File: src/icw_defs.svh
`ifndef ICW_DEFS_SVH
`define ICW_DEFS_SVH
// ==========================================
// machine cycle, timing and vector constants
`define ICW_STATES_PER_MC 2'h3
`define ICW_CLK_HZ 10000000
`define ICW_TPD_US 2000
`define ICW_TPD_CYCLES ((`ICW_TPD_US * (`ICW_CLK_HZ / 1000000)))
`define ICW_CALL_MCS 3'h4
`define ICW_SAMPLE_STATE 2'h2
// ==========================================
// source indices (arbitration order, 0 highest)
`define ICW_SRC_EXT0 4'h0
`define ICW_SRC_BRN 4'h1
`define ICW_SRC_WDT 4'h2
`define ICW_SRC_TMR0 4'h3
`define ICW_SRC_EXT1 4'h4
`define ICW_SRC_TMR1 4'h5
`define ICW_SRC_SER 4'h6
`define ICW_SRC_CMP 4'h7
`define ICW_SRC_PWM 4'h8
`define ICW_NSRC 9
// ==========================================
// vector addresses
`define ICW_VEC_EXT0 16'h0003
`define ICW_VEC_TMR0 16'h000B
`define ICW_VEC_EXT1 16'h0013
`define ICW_VEC_TMR1 16'h001B
`define ICW_VEC_SER 16'h0023
`define ICW_VEC_BRN 16'h002B
`define ICW_VEC_CMP 16'h0033
`define ICW_VEC_WDT 16'h0053
`define ICW_VEC_PWM 16'h006B
// ==========================================
// field positions and reset values
`define ICW_WDOG_EVENT_BIT 3
`define ICW_AUX_BROWNOUT_TO_IRQ_BIT 5
`define ICW_XEN_BROWNOUT_BIT 6
`define ICW_FLAGS_RST 9'h000
`endif

File: src/icw_pkg.sv
package icw_pkg;
	typedef logic [8:0] icw_vec9_t;
	typedef struct packed {
		logic [8:0] ena;      // individual enables
		logic [8:0] pri_hi;   // priority_high_bits per source
		logic [8:0] pri_lo;   // priority_low_bits per source
	} icw_cfg_t;
	typedef struct packed {
		logic        last_mc;  // this mc is the instruction's last
		logic        blocking; // writes enable/priority regs
		logic        interrupt_return_op;     // interrupt_return_op retiring
	} icw_cpu_t;
	typedef struct packed {
		logic        valid;
		logic [15:0] addr;
		logic [3:0]  src;
		logic [1:0]  level;
	} icw_call_t;
	typedef enum logic [1:0] {ICW_RUN, ICW_CALL} icw_state_t;
	typedef enum logic [1:0] {ICW_PD_OFF, ICW_PD_SLEEP, ICW_PD_HOLD} icw_pd_t;
endpackage

File: src/icw_wake.sv
`timescale 1ns/1ns
`default_nettype none
`include "icw_defs.svh"
module icw_wake #(
	parameter int TPD_CYCLES = `ICW_TPD_CYCLES
) (
	// clock and reset
	input  wire logic       clk,
	input  wire logic       rst_n_sync,
	// power-down control
	input  wire logic       pd_enter,
	input  wire logic [1:0] pd_wake_mode,
	input  wire logic       ext_low,
	input  wire logic       src_wake,
	input  wire logic       low_power_brownout_sel,
	input  wire logic       brownout_detector_off,
	// status
	output logic            power_down,
	output logic            osc_restart,
	output logic            rc_clk_en
);
	import icw_pkg::*;
	icw_pd_t     st_reg;
	logic [31:0] hold_reg;
	logic        ext_mode;
	// modes 1 and 2 need the pin held past the hold interval
	assign ext_mode = (pd_wake_mode == 2'h1) || (pd_wake_mode == 2'h2);
	// ==========================================
	// power-down sequencer
	always_ff @(posedge clk or negedge rst_n_sync) begin
		if (!rst_n_sync) begin
			st_reg <= ICW_PD_OFF;
			hold_reg <= 32'h0;
			osc_restart <= 1'b0;
		end else begin
			osc_restart <= 1'b0;
			unique case (st_reg)
				ICW_PD_OFF: if (pd_enter) begin
					st_reg <= ICW_PD_SLEEP;
				end
				ICW_PD_SLEEP: begin
					hold_reg <= 32'h0;
					if (src_wake && (!ext_low || !ext_mode)) begin
						st_reg <= ICW_PD_OFF;
						osc_restart <= 1'b1;
					end else if (src_wake) begin
						st_reg <= ICW_PD_HOLD;
					end
				end
				ICW_PD_HOLD: begin
					if (!src_wake) begin
						st_reg <= ICW_PD_SLEEP;
					end else if (hold_reg >= 32'(TPD_CYCLES)) begin
						st_reg <= ICW_PD_OFF;
						osc_restart <= 1'b1;
					end else begin
						hold_reg <= hold_reg + 32'h1;
					end
				end
				default: st_reg <= ICW_PD_OFF;
			endcase
		end
	end
	assign power_down = (st_reg != ICW_PD_OFF);
	// internal rc clock while asleep in low-power brownout mode
	assign rc_clk_en = power_down && low_power_brownout_sel
		&& !brownout_detector_off;
endmodule
`default_nettype wire

File: src/icw_ctrl.sv
//Contract
// - enabled wake source with global enable ends power-down, restarts oscillator
// - after wake routine, resume at instruction after power-down entry
// - low level or falling edge on external pin wakes; two-bit mode select
// - modes one and two need pin low past hold interval
// - rc clock enabled in power-down when low-power brownout set, detector on
// - nine sources each with flag, enable, priority, vector; one global enable
// - external trigger type picks edge or level; high-then-low sample sets flag
// - edge flags cleared on vectoring; level flags follow inverted pin
// - timer overflow sets flag; cleared on vectoring
// - watchdog time-out sets event flag; interrupt only if its enable set
// - pwm underflow sets period flag; only software clears it
// - serial and comparator flags request; software clears them only
// - brownout sets flag; irq needs route bit, enable, global enable
// - software may set or clear every interrupt flag; here receive_done_flag and transmit_done_flag can only be cleared
// - individual enables gate sources; global enable off disables all
// - sample, poll, resolve each cycle; call only when three conditions hold
// - denied requests are not remembered
// - vector call pushes pc, not psw, loads source vector
// - fixed vector addresses per source
// - return-from-interrupt ends service; plain return does not
// - two priority bits select four levels; only strictly higher pre-empts
// - fixed order among equal levels
// - pins sampled and timer flags set at C3, polled next cycle; here timer flags set as the pulse arrives, pin and timer flags polled at the next C4
// - vector call lasts four machine cycles

`timescale 1ns/1ns
`default_nettype none
`include "icw_defs.svh"

module icw_ctrl #(
	parameter int TPD_CYCLES = `ICW_TPD_CYCLES
) (
	// clock and reset
	input  wire logic              clk,
	input  wire logic              rstn,
	// external pins and trigger types
	input  wire logic              ext0_pin,
	input  wire logic              ext1_pin,
	input  wire logic              ext0_trigger_type,
	input  wire logic              ext1_trigger_type,
	// peripheral events (one-cycle pulses)
	input  wire logic              timer0_overflow,
	input  wire logic              timer1_overflow,
	input  wire logic              watchdog_timeout,
	input  wire logic              pwm_underflow,
	input  wire logic              comparator_event,
	input  wire logic              receive_done,
	input  wire logic              transmit_done,
	input  wire logic              brownout_event,
	// software flag access, per source index
	input  wire icw_pkg::icw_vec9_t sw_flag_set,
	input  wire icw_pkg::icw_vec9_t sw_flag_clr,
	input  wire logic              sw_rx_clr,
	input  wire logic              sw_tx_clr,
	// configuration
	input  wire logic              global_irq_enable,
	input  wire icw_pkg::icw_cfg_t cfg,
	input  wire logic              brownout_to_irq,
	input  wire logic              pd_wake_mode_sel_hi,
	input  wire logic              pd_wake_mode_sel_lo,
	input  wire logic              low_power_brownout_sel,
	input  wire logic              brownout_detector_off,
	input  wire logic              wdt_wake_ok,
	input  wire logic              cmp_wake_ok,
	// cpu core
	input  wire icw_pkg::icw_cpu_t cpu,
	input  wire logic              pd_enter,
	input  wire logic              plain_ret,
	// status
	output icw_pkg::icw_vec9_t     flags,
	output logic                   receive_done_flag,
	output logic                   transmit_done_flag,
	output icw_pkg::icw_call_t     call,
	output logic                   call_busy,
	output logic                   push_pc,
	output logic [3:0]             in_service,
	output logic                   power_down,
	output logic                   osc_restart,
	output logic                   rc_clk_en,
	output logic [1:0]             state_phase
);
	import icw_pkg::*;

	logic              rst_s1_reg;
	logic              rst_n_sync;
	logic [1:0]        phase_reg;
	logic              c3;
	logic              mc_end;
	logic              ext0_smp_reg;
	logic              ext1_smp_reg;
	icw_vec9_t         flag_reg;
	icw_vec9_t         hw_set;
	icw_vec9_t         hw_clr;
	icw_vec9_t         req;
	icw_vec9_t         ena_eff;
	logic [1:0]        lvl [`ICW_NSRC];
	logic [15:0]       vec_tab [`ICW_NSRC];
	logic [3:0]        isr_reg;
	logic [3:0]        win_src;
	logic [1:0]        win_lvl;
	logic              win_ok;
	logic [1:0]        cur_lvl;
	logic              any_in_svc;
	logic [2:0]        call_cnt_reg;
	icw_state_t        st_reg;
	icw_call_t         call_reg;
	logic              take;

	// ==========================================
	// reset release through two flip-flops
	// later stages see only the synchronised copy
	always_ff @(posedge clk or negedge rstn) begin
		if (!rstn) begin
			rst_s1_reg <= 1'b0;
			rst_n_sync <= 1'b0;
		end else begin
			rst_s1_reg <= 1'b1;
			rst_n_sync <= rst_s1_reg;
		end
	end

	// ==========================================
	// machine cycle of four states C1..C4
	always_ff @(posedge clk or negedge rst_n_sync) begin
		if (!rst_n_sync) begin
			phase_reg <= 2'h0;
		end else begin
			phase_reg <= phase_reg + 2'h1;
		end
	end
	assign c3 = (phase_reg == `ICW_SAMPLE_STATE);
	assign mc_end = (phase_reg == `ICW_STATES_PER_MC);
	assign state_phase = phase_reg;

	// ==========================================
	// pin samples taken at C3 each machine cycle
	// idle-high reset value: no false edge right after reset
	always_ff @(posedge clk or negedge rst_n_sync) begin
		if (!rst_n_sync) begin
			ext0_smp_reg <= 1'b1;
			ext1_smp_reg <= 1'b1;
		end else if (c3) begin
			ext0_smp_reg <= ext0_pin;
			ext1_smp_reg <= ext1_pin;
		end
	end

	// ==========================================
	// hardware set and clear terms per source
	always_comb begin
		hw_set = 9'h000;
		hw_clr = 9'h000;
		// edge: high sample then low sample; level: inverse of pin
		hw_set[`ICW_SRC_EXT0] = c3 && (ext0_trigger_type ?
			(ext0_smp_reg && !ext0_pin) : !ext0_pin);
		hw_set[`ICW_SRC_EXT1] = c3 && (ext1_trigger_type ?
			(ext1_smp_reg && !ext1_pin) : !ext1_pin);
		hw_clr[`ICW_SRC_EXT0] = c3 && !ext0_trigger_type && ext0_pin;
		hw_clr[`ICW_SRC_EXT1] = c3 && !ext1_trigger_type && ext1_pin;
		// peripheral pulses set their flags in the cycle they arrive
		hw_set[`ICW_SRC_TMR0] = timer0_overflow;
		hw_set[`ICW_SRC_TMR1] = timer1_overflow;
		hw_set[`ICW_SRC_WDT] = watchdog_timeout;
		hw_set[`ICW_SRC_PWM] = pwm_underflow;
		hw_set[`ICW_SRC_CMP] = comparator_event;
		hw_set[`ICW_SRC_BRN] = brownout_event;
		// clear on vectoring for edge externals and timers
		if (take) begin
			hw_clr[`ICW_SRC_TMR0] = (win_src == `ICW_SRC_TMR0);
			hw_clr[`ICW_SRC_TMR1] = (win_src == `ICW_SRC_TMR1);
			hw_clr[`ICW_SRC_EXT0] = hw_clr[`ICW_SRC_EXT0]
				|| ((win_src == `ICW_SRC_EXT0) && ext0_trigger_type);
			hw_clr[`ICW_SRC_EXT1] = hw_clr[`ICW_SRC_EXT1]
				|| ((win_src == `ICW_SRC_EXT1) && ext1_trigger_type);
		end
	end

	// ==========================================
	// flag bits: set wins over any clear
	// a clear in the cycle of a new event loses, so no event is dropped
	always_ff @(posedge clk or negedge rst_n_sync) begin
		if (!rst_n_sync) begin
			flag_reg <= `ICW_FLAGS_RST;
		end else begin
			flag_reg <= ((flag_reg & ~(hw_clr | sw_flag_clr))
				| hw_set | sw_flag_set);
		end
	end

	// serial flags kept apart; the serial source ors both
	always_ff @(posedge clk or negedge rst_n_sync) begin
		if (!rst_n_sync) begin
			receive_done_flag <= 1'b0;
			transmit_done_flag <= 1'b0;
		end else begin
			receive_done_flag <= receive_done ||
				(receive_done_flag && !sw_rx_clr);
			transmit_done_flag <= transmit_done ||
				(transmit_done_flag && !sw_tx_clr);
		end
	end
	assign flags = flag_reg;

	// ==========================================
	// gated requests and per-source level/vector
	always_comb begin
		ena_eff = cfg.ena;
		ena_eff[`ICW_SRC_BRN] = cfg.ena[`ICW_SRC_BRN] && brownout_to_irq;
		req = flag_reg;
		req[`ICW_SRC_SER] = flag_reg[`ICW_SRC_SER] || receive_done_flag
			|| transmit_done_flag;
		req = req & ena_eff & {9{global_irq_enable}};
	end

	// vector address of each source index
	assign vec_tab[`ICW_SRC_EXT0] = `ICW_VEC_EXT0;
	assign vec_tab[`ICW_SRC_BRN] = `ICW_VEC_BRN;
	assign vec_tab[`ICW_SRC_WDT] = `ICW_VEC_WDT;
	assign vec_tab[`ICW_SRC_TMR0] = `ICW_VEC_TMR0;
	assign vec_tab[`ICW_SRC_EXT1] = `ICW_VEC_EXT1;
	assign vec_tab[`ICW_SRC_TMR1] = `ICW_VEC_TMR1;
	assign vec_tab[`ICW_SRC_SER] = `ICW_VEC_SER;
	assign vec_tab[`ICW_SRC_CMP] = `ICW_VEC_CMP;
	assign vec_tab[`ICW_SRC_PWM] = `ICW_VEC_PWM;

	// two priority bits of a source form its level
	genvar gi;
	generate
		for (gi = 0; gi < `ICW_NSRC; gi++) begin : g_lvl
			assign lvl[gi] = {cfg.pri_hi[gi], cfg.pri_lo[gi]};
		end
	endgenerate

	// ==========================================
	// arbitration: highest level, then fixed order
	// strict compare keeps the lower index on a tie: fixed order
	always_comb begin
		win_src = 4'h0;
		win_lvl = 2'h0;
		win_ok = 1'b0;
		for (int i = 0; i < `ICW_NSRC; i++) begin
			if (req[i] && (!win_ok || (lvl[i] > win_lvl))) begin
				win_ok = 1'b1;
				win_lvl = lvl[i];
				win_src = 4'(i);
			end
		end
	end

	// current in-service level (highest set bit)
	always_comb begin
		cur_lvl = 2'h0;
		for (int l = 0; l < 4; l++) begin
			if (isr_reg[l]) begin
				cur_lvl = 2'(l);
			end
		end
	end
	assign any_in_svc = |isr_reg;

	// requests polled at end of machine cycle; nothing latched
	// a routine at level 0 still blocks new level-0 calls
	assign take = (st_reg == ICW_RUN) && mc_end && win_ok && !power_down
		&& (!any_in_svc || (win_lvl > cur_lvl))
		&& cpu.last_mc && !cpu.blocking && !cpu.interrupt_return_op;

	// ==========================================
	// vector call sequencer, four machine cycles
	// count machine cycles of the call; valid drops after the fourth
	always_ff @(posedge clk or negedge rst_n_sync) begin
		if (!rst_n_sync) begin
			st_reg <= ICW_RUN;
			call_cnt_reg <= 3'h0;
			call_reg <= '0;
		end else begin
			unique case (st_reg)
				ICW_RUN: if (take) begin
					st_reg <= ICW_CALL;
					call_cnt_reg <= 3'h1;
					call_reg.valid <= 1'b1;
					call_reg.addr <= vec_tab[win_src];
					call_reg.src <= win_src;
					call_reg.level <= win_lvl;
				end
				ICW_CALL: if (mc_end) begin
					if (call_cnt_reg == `ICW_CALL_MCS) begin
						st_reg <= ICW_RUN;
						call_reg.valid <= 1'b0;
					end else begin
						call_cnt_reg <= call_cnt_reg + 3'h1;
					end
				end
			endcase
		end
	end

	assign call = call_reg;
	assign call_busy = (st_reg == ICW_CALL);

	// pc push pulse at call start; psw is never saved
	assign push_pc = take;

	// ==========================================
	// in-service levels
	// take and a return never meet: take waits while a return retires
	always_ff @(posedge clk or negedge rst_n_sync) begin
		if (!rst_n_sync) begin
			isr_reg <= 4'h0;
		end else if (take) begin
			isr_reg[win_lvl] <= 1'b1;
		end else if (cpu.interrupt_return_op && any_in_svc && mc_end) begin
			isr_reg[cur_lvl] <= 1'b0;
		end
	end

	assign in_service = isr_reg;
	// plain_ret leaves isr_reg untouched, by design

	// ==========================================
	// power-down wake; service then returns to the next instruction
	// wake looks at the pins directly, not at the c3 samples
	logic ext_low;
	logic src_wake;
	assign ext_low = (!ext0_pin && cfg.ena[`ICW_SRC_EXT0])
		|| (!ext1_pin && cfg.ena[`ICW_SRC_EXT1]);
	assign src_wake = global_irq_enable && (ext_low
		|| (req[`ICW_SRC_BRN]) || (req[`ICW_SRC_WDT] && wdt_wake_ok)
		|| (req[`ICW_SRC_CMP] && cmp_wake_ok));

	icw_wake #(
		.TPD_CYCLES(TPD_CYCLES)
	) icw_wake_inst (
		.clk                    (clk),
		.rst_n_sync             (rst_n_sync),
		.pd_enter               (pd_enter),
		.pd_wake_mode           ({pd_wake_mode_sel_hi, pd_wake_mode_sel_lo}),
		.ext_low                (ext_low),
		.src_wake               (src_wake),
		.low_power_brownout_sel (low_power_brownout_sel),
		.brownout_detector_off  (brownout_detector_off),
		.power_down             (power_down),
		.osc_restart            (osc_restart),
		.rc_clk_en              (rc_clk_en)
	);
endmodule
`default_nettype wire

File: config.mk
export PLATFORM = sky130hd
export DESIGN_NAME = icw_ctrl
export DESIGN_NICKNAME = d
export VERILOG_FILES = /design/src/icw_pkg.sv /design/src/icw_wake.sv /design/src/icw_ctrl.sv
export VERILOG_INCLUDE_DIRS = /design/src /design/src/src
export SDC_FILE = /design/constraint.sdc
export NUM_CORES = 1
export LEC_CHECK = 0
export BUFFER_PORTS_ARGS = -buffer_cell sky130_fd_sc_hd__buf_4
export CAP_MARGIN = 30
export CORE_UTILIZATION = 59
export CTS_BUF_LIST = sky130_fd_sc_hd__clkbuf_4 sky130_fd_sc_hd__clkbuf_8
export CTS_CLUSTER_SIZE = 12
export DETAILED_ROUTE_END_ITERATION = 8
export PLACE_DENSITY = 0.88
export SLEW_MARGIN = 30
export SYNTH_ARGS = -nofsm -noshare
export SYNTH_HDL_FRONTEND = slang
export SYNTH_HIERARCHICAL = 1
export SYNTH_SLANG_ARGS = --single-unit
File: constraint.sdc
create_clock -name clk -period 22 [get_ports clk]
set_clock_uncertainty 0.2 [all_clocks]
set_input_delay 3.3 -clock clk [delete_from_list [all_inputs] [get_ports clk]]
set_output_delay 3.3 -clock clk [all_outputs]
set_load 0.02 [all_outputs]
==> results of run 1 <==
==> Yosys cell counts (3+ instances only) <==
library cell / instances
and3_1: 5
inv_1: 40
o21ai_1: 15
clkbuf_1: 10
a21o_1: 11
nand4_1: 8
nor2_1: 27
or3_1: 4
nand3_1: 14
o31ai_1: 10
buf_4: 11
o21ai_0: 24
a21oi_1: 24
ha_1: 27
or4_1: 5
dfrtp_1: 70
a31oi_1: 9
mux2i_1: 6
nand2b_1: 7
nand2_1: 55
nor4_1: 4
nor2b_1: 11
a211oi_1: 3
nor3_1: 10
and2_1: 22
==> per-stage QoR <==
step / total power [mW] / hold slack (ns) / cell area [sq um] / std cells
2_1_floorplan: 0.2403 / 0.1312 / 4453 / 501
3_3_place_gp: 0.2781 / 0.1350 / 5269 / 687
3_5_place_dp: 0.2846 / 0.1734 / 5269 / 687
4_1_cts: 0.4043 / 0.1988 / 5497 / 703
5_1_grt: 0.4267 / 0.1695 / 5528 / 705
6_report: 0.4028 / 0.1203 / 5528 / 705
==> worst max-delay path: cells and delay by family <==
family | cells | cell delay, ns
simple gates | 14 | 2.16
fa+ha+maj | 9 | 2.65
mux | 1 | 0.34
compound gates | 31 | 6.67
buf+inv | 5 | 0.97
==> cell families (layout without fill, tap and decap cells) <==
kind of cell | after synthesis | after routing | share of synthesized area, %
AOI/OAI and AO/OA | 129 | 129 | 19.90
DFF | 72 | 72 | 40.83
xor gates and xnor gates | 2 | 2 | 0.3964
adders and majority gates | 27 | 27 | 7.644
and+or+nand+nor | 189 | 189 | 22.74
buffers and inverters | 62 | 167 | 6.200
muxes | 9 | 9 | 2.123
other | 2 | 11 | 0.1699
==> worst paths after layout <==
| check | start | end | slack (ns) | cells past startpoint |
|---|---|---|---|---|
| max | global_irq_enable | push_pc | 2.38 | 60 |
| min | rst_n_sync | call[22] | 0.12 | 1 |
| max reg2reg | flags[0] | flags[0] | 8.17 | 61 |
| min in group clk | rst_s1_reg | rst_n_sync | 0.19 | 0 |
| min reg2reg | rst_n_sync | call[22] | 0.12 | 1 |
| max in group asynchronous | rstn | rst_n_sync | 18.99 | 1 |
==> cell usage in the layout (no fill, tap or decap), types with 3 or more instances in the layout <==
master    instances
ha_1             27
a21o_1           11
dfrtp_1          69
nand4_1           8
nor3_1           10
nand3_1          14
a211oi_1          3
nor2_1           27
or4_1             5
a21oi_1          24
a31oi_1           9
and2_1           22
o21ai_0          24
nand2b_1          7
and3_1            5
nor4_1            4
inv_1            40
nand2_1          55
clkbuf_8          9
nor2b_1          11
or3_1             4
mux2i_1           6
buf_4           108
conb_1           11
o31ai_1          10
o21ai_1          15
==> power breakdown <==
group	leakage, nW	internal (mW)	switching (mW)
registers	0.939	0.144	0.00948
clock network	0.108	0.0652	0.0539
logic	1.75	0.0528	0.0780
==> per-layer routing <==
metal  part of all wire (%)  up-vias  track usage (%)
met1                     40     1941            34.23
met5                      0        -                0
met4                    1.9        0            10.41
li1                       -     1959                -
met2                     52      158            54.06
met3                    5.9       26            5.037
==> final cells by class <==
cell class | instances | area (sq um)
fill | 513 | 1725
clock buffer | 9 | 123.9
inverter | 41 | 153.9
clock inverter | 7 | 103.9
multi-input combinational | 367 | 2375
sequential | 72 | 1805
tap | 99 | 123.9
timing repair buffer | 110 | 842.1
==> impl_metrics.toml, run 1 <==
[die]
start_util_pct = 60.93
ios = 119
die_h_microns = 88.55
die_x_microns = 88.55
coreArea_sq_um = 7253
num_rows = 31
die_area_sq_um = 7840

[route]
vias_per_cell = 5.793
post-route-drc-count = 0
vias = 4084
routed_wl_mm = 10.82
drt_pass1_iterations = 5
drt-initial-drc-count = 196
wl_per_cell_microns = 15.35
antenna_left = 0

[logic_synthesis]
synthTopCellsByArea = "dfrtp_1 40%, ha_1 7.6%, nand2_1 4.7%"
syn-cell-area_sq_um = 4419
yosysUniqueCellTypes = 70
synth_flop_cell = "dfrtp_1"
yosysTopAreaCell = "dfrtp_1"
yosysTopAreaCellShare_pct = 39.64
synth-seq-cells = 72
synth-async-reset-ratio_pct = 100.0
netlist_instances = 492
syn_avg_cell_area_sq_um = 8.982
ys_seq_area_share_pct = 40.83
synth-edff-count = 0
yosys_warnings = 6

[place]
portBuffers = 107
routabilityCongestion = 0.9088
post-place-ws_ns = 2.267
dp_hpwl_mm = 8.211

[clock_tree]
cts_max_level = 3
tritoncts = "yes"
postCtsHoldBufs = 0
clock_latency_ns = 0.35
cts.sink_count = 72
clockBufferDepth = 2
path_clk_slew_ns = 0.09
cts_resized = 0
cts_buffers = 9
cts_root_buf = "clkbuf_8"
cts_setup_buffers = 0

[grt]
grt_overflow = 0
antenna_found_initial = 0
gr-usage-all-layers_pct = 29.34
grt_pass1_wl_mm = 17.66
first_global_vias = 3995
grt_start_max_net_pins = 71

[final_layout]
syn_to_final_growth_pct = 25.08
largest_reg_flops = 32
diodes = 0
final_core_util_pct = 76.21
drive_gt1_share_pct = 24.42
nNetsFinal = 702

[power]
p_leak_nw = 2.801
powerDensity_nw_per_um2 = 72.87
ir_drop_uv = 54.13

[critical_path]
slowest_delay_ns = 0.73
cp.required_ns = 18.50
worst_ep_arrival_time_ns = 16.12
cp_common_cell = "ha_1"
path_class = "primary input to output port"
slowest_stage = "a21oi_1"
path_max_fanout = 13
cp-start-kind = "primary input"
critPathCaptureType = "output port"

[sta]
tns_ns = 0
timing.slew.headroom_pct = 39.02
finalHoldViolCount = 0
fin_crit_sh_pct = 89.18
worst_slew_pin_slew_ns = 0.9147
fin_ws_ns = 2.381
min_period_ns = 19.62
rsz0062_at_grt = "false"
setup_viol_count_final = 0
fmax_mhz = 50.97
slew_violations = 0

[flow_run]
cap_viol_max_count = 0

[run_status]
status = "complete, no violations"

[min_path]
hp-class = "register to asynchronous set/reset pin"
Note: power is estimated with default switching activity, not from simulation.
==> run 2: changes to the inputs <==
--- a/config.mk
+++ b/config.mk
@@ -13,6 +13,8 @@
 export CTS_CLUSTER_SIZE = 12
 export DETAILED_ROUTE_END_ITERATION = 8
 export PLACE_DENSITY = 0.88
+export RECOVER_POWER = 100
+export SKIP_CTS_REPAIR_TIMING = 1
 export SLEW_MARGIN = 30
 export SYNTH_ARGS = -nofsm -noshare
 export SYNTH_HDL_FRONTEND = slang
==> impl_metrics.toml, run 2 (synthesis gave the netlist of run 1 again) <==
[grt]
grt_overflow = 0
grt_start_max_net_pins = 71
use_met3_pct = 5.037
grtUsageMet2_pct = 54.06
first_global_vias = 3995
grt_pass1_wl_mm = 17.66
busiest_layer = "met2"
antenna_found_initial = 0
gr-usage-all-layers_pct = 29.34
grtUsageMet1_pct = 34.23

[critical_path]
r2r-end = "flags[3]"
cp_common_cell = "ha_1"
reg2reg_depth = 61
rrSetupSlack_ns = 7.59
path_class = "primary input to output port"
path_max_fanout = 13
slowest_delay_ns = 0.73
cp.required_ns = 18.50
cp-start-kind = "primary input"
critPathCaptureType = "output port"
worst_ep_arrival_time_ns = 16.69
reg2reg_from = "flags[0]"
slowest_stage = "a21oi_1"

[clock_tree]
cts_root_buf = "clkbuf_8"
cts_buffers = 9
clock_latency_ns = 0.35
clockBufferDepth = 2
cts.sink_count = 72
cts_max_level = 3
tritoncts = "yes"
path_clk_slew_ns = 0.09

[die]
die_area_sq_um = 7840
die_x_microns = 88.55
coreArea_sq_um = 7253
ios = 119
start_util_pct = 60.93
num_rows = 31
die_h_microns = 88.55

[place]
dp_hpwl_mm = 8.211
routabilityCongestion = 0.9088
portBuffers = 107
dp.cells = 687

[final_layout]
syn_to_final_growth_pct = 20.98
final_common_cell = "dfrtp_1"
drive_gt1_share_pct = 16.83
final_cell_mix = "69 x dfrtp_1, 63 x buf_4, 56 x nand2_1"
finalNonFillerCells = 705
register_area_sq_um = 1805
diodes = 0
nNetsFinal = 702
n_fill_cell = 574
largest_reg_flops = 32
multi_input_area_sq_um = 2356

[route]
vias = 4040
antenna_left = 0
drt_pass1_iterations = 5
drt-initial-drc-count = 199
wl_per_cell_microns = 15.25
vias_per_cell = 5.730
routed_wl_mm = 10.75
post-route-drc-count = 0

[sta]
fmax_mhz = 49.52
tns_ns = 0
finalHoldViolCount = 0
worst_slew_pin_slew_ns = 1.883
rsz0062_at_grt = "false"
setup_viol_count_final = 0
fin_crit_sh_pct = 91.79
timing.slew.headroom_pct = -25.52
slew_violations = 73
min_period_ns = 20.19

[power]
ir_drop_uv = 48.86
powerDensity_nw_per_um2 = 73.49
p_leak_nw = 2.635

[min_path]
min_delay_worst_endpoint = "rst_n_sync"
hp-class = "register to register"
min_from = "rst_s1_reg"
hold_path_depth = 0

[run_status]
violations = "max-capacitance violations, max-slew violations"
status = "finished with violations"

[flow_run]
cap_viol_max_count = 2
-- run 2: cell types whose count changed in the layout (fill, tap and decap cells not counted), moves of 6 or more --
cell,change
and2_0,+6
and2_1,-6
o21ai_0,+9
buf_4,-45
o21ai_1,-9
clkbuf_4,+8
clkbuf_1,+39
-- run 2: stage by stage --
stage	worst slack, ns	utilization [%]	cell area (sq um)	hold WS (ns)	power, mW
after global routing	0.7721	73.71	5346	0.2011	0.4169
after floorplan	5.128	-	4453	0.1312	0.2403
after global placement	2.810	72.64	5269	0.1350	0.2781
after CTS	2.108	75.78	5497	0.1988	0.4043
after detailed placement	2.267	72.64	5269	0.1734	0.2846
final	1.807	73.71	5346	0.1952	0.3929
-- run 2: metal layers --
layer / vias up / wire (microns)
li1: 1954 / -
met1: 1926 / 4347
met2: 136 / 5638
met3: 24 / 569
met4: 0 / 197
met5: - / 0
-- run 2: how the worst max path moves through the flow --
stage	startpoint	to	depth (start not counted)
after floorplan	cfg[18]	push_pc	59
after global placement	global_irq_enable	push_pc	60
after detailed placement	global_irq_enable	push_pc	60
after CTS	global_irq_enable	push_pc	60
after global routing	global_irq_enable	push_pc	60
final	global_irq_enable	push_pc	60
-- run 2: area by class of cell --
class | instances | area share (%)
Multi-Input combinational cell | 367 | 44.07
Clock buffer | 9 | 2.317
Sequential cell | 72 | 33.77
Inverter | 41 | 2.879
Tap cell | 99 | 2.317
Clock inverter | 7 | 1.942
Timing Repair Buffer | 110 | 12.71
-- run 2: where the power goes --
| group | internal [mW] | switching [mW] | total, mW |
|---|---|---|---|
| clock network | 0.0651 | 0.0536 | 0.119 |
| registers | 0.144 | 0.00925 | 0.153 |
| logic | 0.0444 | 0.0769 | 0.121 |
-- run 2: worst max-delay path: cells and delay by family --
| family | cells | cell delay [ns] |
|---|---|---|
| fa+ha+maj | 9 | 2.64 |
| buf+inv | 5 | 0.98 |
| simple gates | 14 | 2.21 |
| compound gates | 31 | 7.22 |
| mux | 1 | 0.34 |
==> run 3: changes to the inputs <==
--- a/config.mk
+++ b/config.mk
@@ -8,6 +8,7 @@
 export LEC_CHECK = 0
 export BUFFER_PORTS_ARGS = -buffer_cell sky130_fd_sc_hd__buf_4
 export CAP_MARGIN = 30
+export CORE_ASPECT_RATIO = 2
 export CORE_UTILIZATION = 59
 export CTS_BUF_LIST = sky130_fd_sc_hd__clkbuf_4 sky130_fd_sc_hd__clkbuf_8
 export CTS_CLUSTER_SIZE = 12
==> impl_metrics.toml, run 3 (synthesis gave the netlist of run 1 again) <==
[run_status]
status = "finished with violations"
violations = "max-capacitance violations, max-slew violations"

[grt]
busiest_layer = "met2"
first_global_vias = 4241
grt_start_max_net_pins = 71
gr-usage-all-layers_pct = 31.85
grtUsageMet1_pct = 30.60
grt_overflow = 0
grt_pass1_wl_mm = 19.24
use_met3_pct = 5.311
grtUsageMet2_pct = 58.82
antenna_found_initial = 0

[final_layout]
n_fill_cell = 617
largest_reg_flops = 32
nNetsFinal = 700
diodes = 0
final_common_cell = "dfrtp_1"
finalNonFillerCells = 696
final_core_util_pct = 72.80
drive_gt1_share_pct = 17.05
final_cell_mix = "69 x dfrtp_1, 63 x buf_4, 56 x nand2_1"
syn_to_final_growth_pct = 19.71

[sta]
setup_viol_count_final = 0
slew_violations = 71
finalHoldViolCount = 0
worst_slew_pin_slew_ns = 3.716
rsz0062_at_grt = "false"
whs_ns = 0.1614
fmax_mhz = 49.24
timing.slew.headroom_pct = -147.7
tns_ns = 0
fin_crit_sh_pct = 92.32
min_period_ns = 20.31

[power]
p_switching_uw = 144.2
sw_frac_of_total_pct = 38.42
p_seq_share_pct = 40.7
clockPowerShare_pct = 26.5
ir_drop_uv = 48.50
comb_power_share_pct = 32.7
p_leak_nw = 2.607
powerDensity_nw_per_um2 = 70.97
p_int_uw = 231.2

[route]
wl_per_cell_microns = 16.66
vias_per_cell = 5.864
routed_wl_mm = 11.59
drt-initial-drc-count = 334
drt_pass1_iterations = 5
post-route-drc-count = 0
vias = 4081
antenna_left = 0

[critical_path]
worst_ep_arrival_time_ns = 16.81
path_max_fanout = 23
slowest_stage = "a21oi_1"
cp.required_ns = 18.50
critPathCaptureType = "output port"
slowest_delay_ns = 0.73
cp_common_cell = "ha_1"
cp-start-kind = "primary input"
path_class = "primary input to output port"

[die]
start_util_pct = 60.81
die_h_microns = 124.4
die_area_sq_um = 7861
coreArea_sq_um = 7267
ios = 119
die_x_microns = 63.20
num_rows = 44

[clock_tree]
cts.sink_count = 72
cts_buffers = 9
cts_max_level = 3
path_clk_slew_ns = 0.09
clockBufferDepth = 2
clock_latency_ns = 0.36
cts_root_buf = "clkbuf_8"
tritoncts = "yes"

[place]
portBuffers = 107
dp_hpwl_mm = 9.030
dp.cells = 680
routabilityCongestion = 0.9058

[flow_run]
cap_viol_max_count = 1

[min_path]
hp-class = "register to register"
## run 3: metal layers
layer	up-vias	wire (microns)
li1	1948	-
met1	1930	3851
met2	153	6603
met3	50	475
met4	0	662
met5	-	0
## run 3: final timing paths
kind	startpoint	end	slack, ns	cells past startpoint
min reg2reg	rst_s1_reg	rst_n_sync	0.16	0
max reg2reg	flags[0]	flags[3]	7.29	60
min	rst_s1_reg	rst_n_sync	0.16	0
max	global_irq_enable	push_pc	1.69	59
max in group asynchronous	rst_n_sync	icw_wake_inst/hold_reg[9]	18.07	1
min in group asynchronous	rst_n_sync	icw_wake_inst/hold_reg[19]	1.44	1
## run 3: final cells by class
type | count | area [sq um] | area share (%)
Clock buffer | 9 | 123.9 | 2.342
Tap cell | 92 | 115.1 | 2.176
Inverter | 41 | 153.9 | 2.909
Timing Repair Buffer | 108 | 671.9 | 12.70
Sequential cell | 72 | 1805 | 34.13
Clock inverter | 7 | 62.56 | 1.183
Multi-Input combinational cell | 367 | 2357 | 44.56
## run 3: power by group through the flow
| stage | sequential (mW) | clock [mW] | combinational (mW) |
|---|---|---|---|
| after floorplan | 0.164 | 0 | 0.0766 |
| after global placement | 0.155 | 0 | 0.124 |
| after detailed placement | 0.156 | 0 | 0.130 |
| after CTS | 0.153 | 0.102 | 0.131 |
| after global routing | 0.155 | 0.107 | 0.136 |
| final | 0.153 | 0.0995 | 0.123 |
## run 3: critical path: cells and delay by family
kind | cells | cell delay, ns
mux | 2 | 0.61
simple gates | 15 | 2.56
buf+inv | 5 | 1.05
fa+ha+maj | 9 | 2.64
compound gates | 28 | 6.63
## run 3: metrics by stage
| stage | power [mW] | setup slack (ns) | cell area [sq um] |
|---|---|---|---|
| CTS | 0.3858 | 2.174 | 5446 |
| global placement | 0.2789 | 2.683 | 5260 |
| floorplan | 0.2403 | 5.128 | 4453 |
| finish | 0.3755 | 1.691 | 5290 |
| detailed placement | 0.2857 | 2.237 | 5260 |
| global route | 0.3979 | 0.5996 | 5290 |
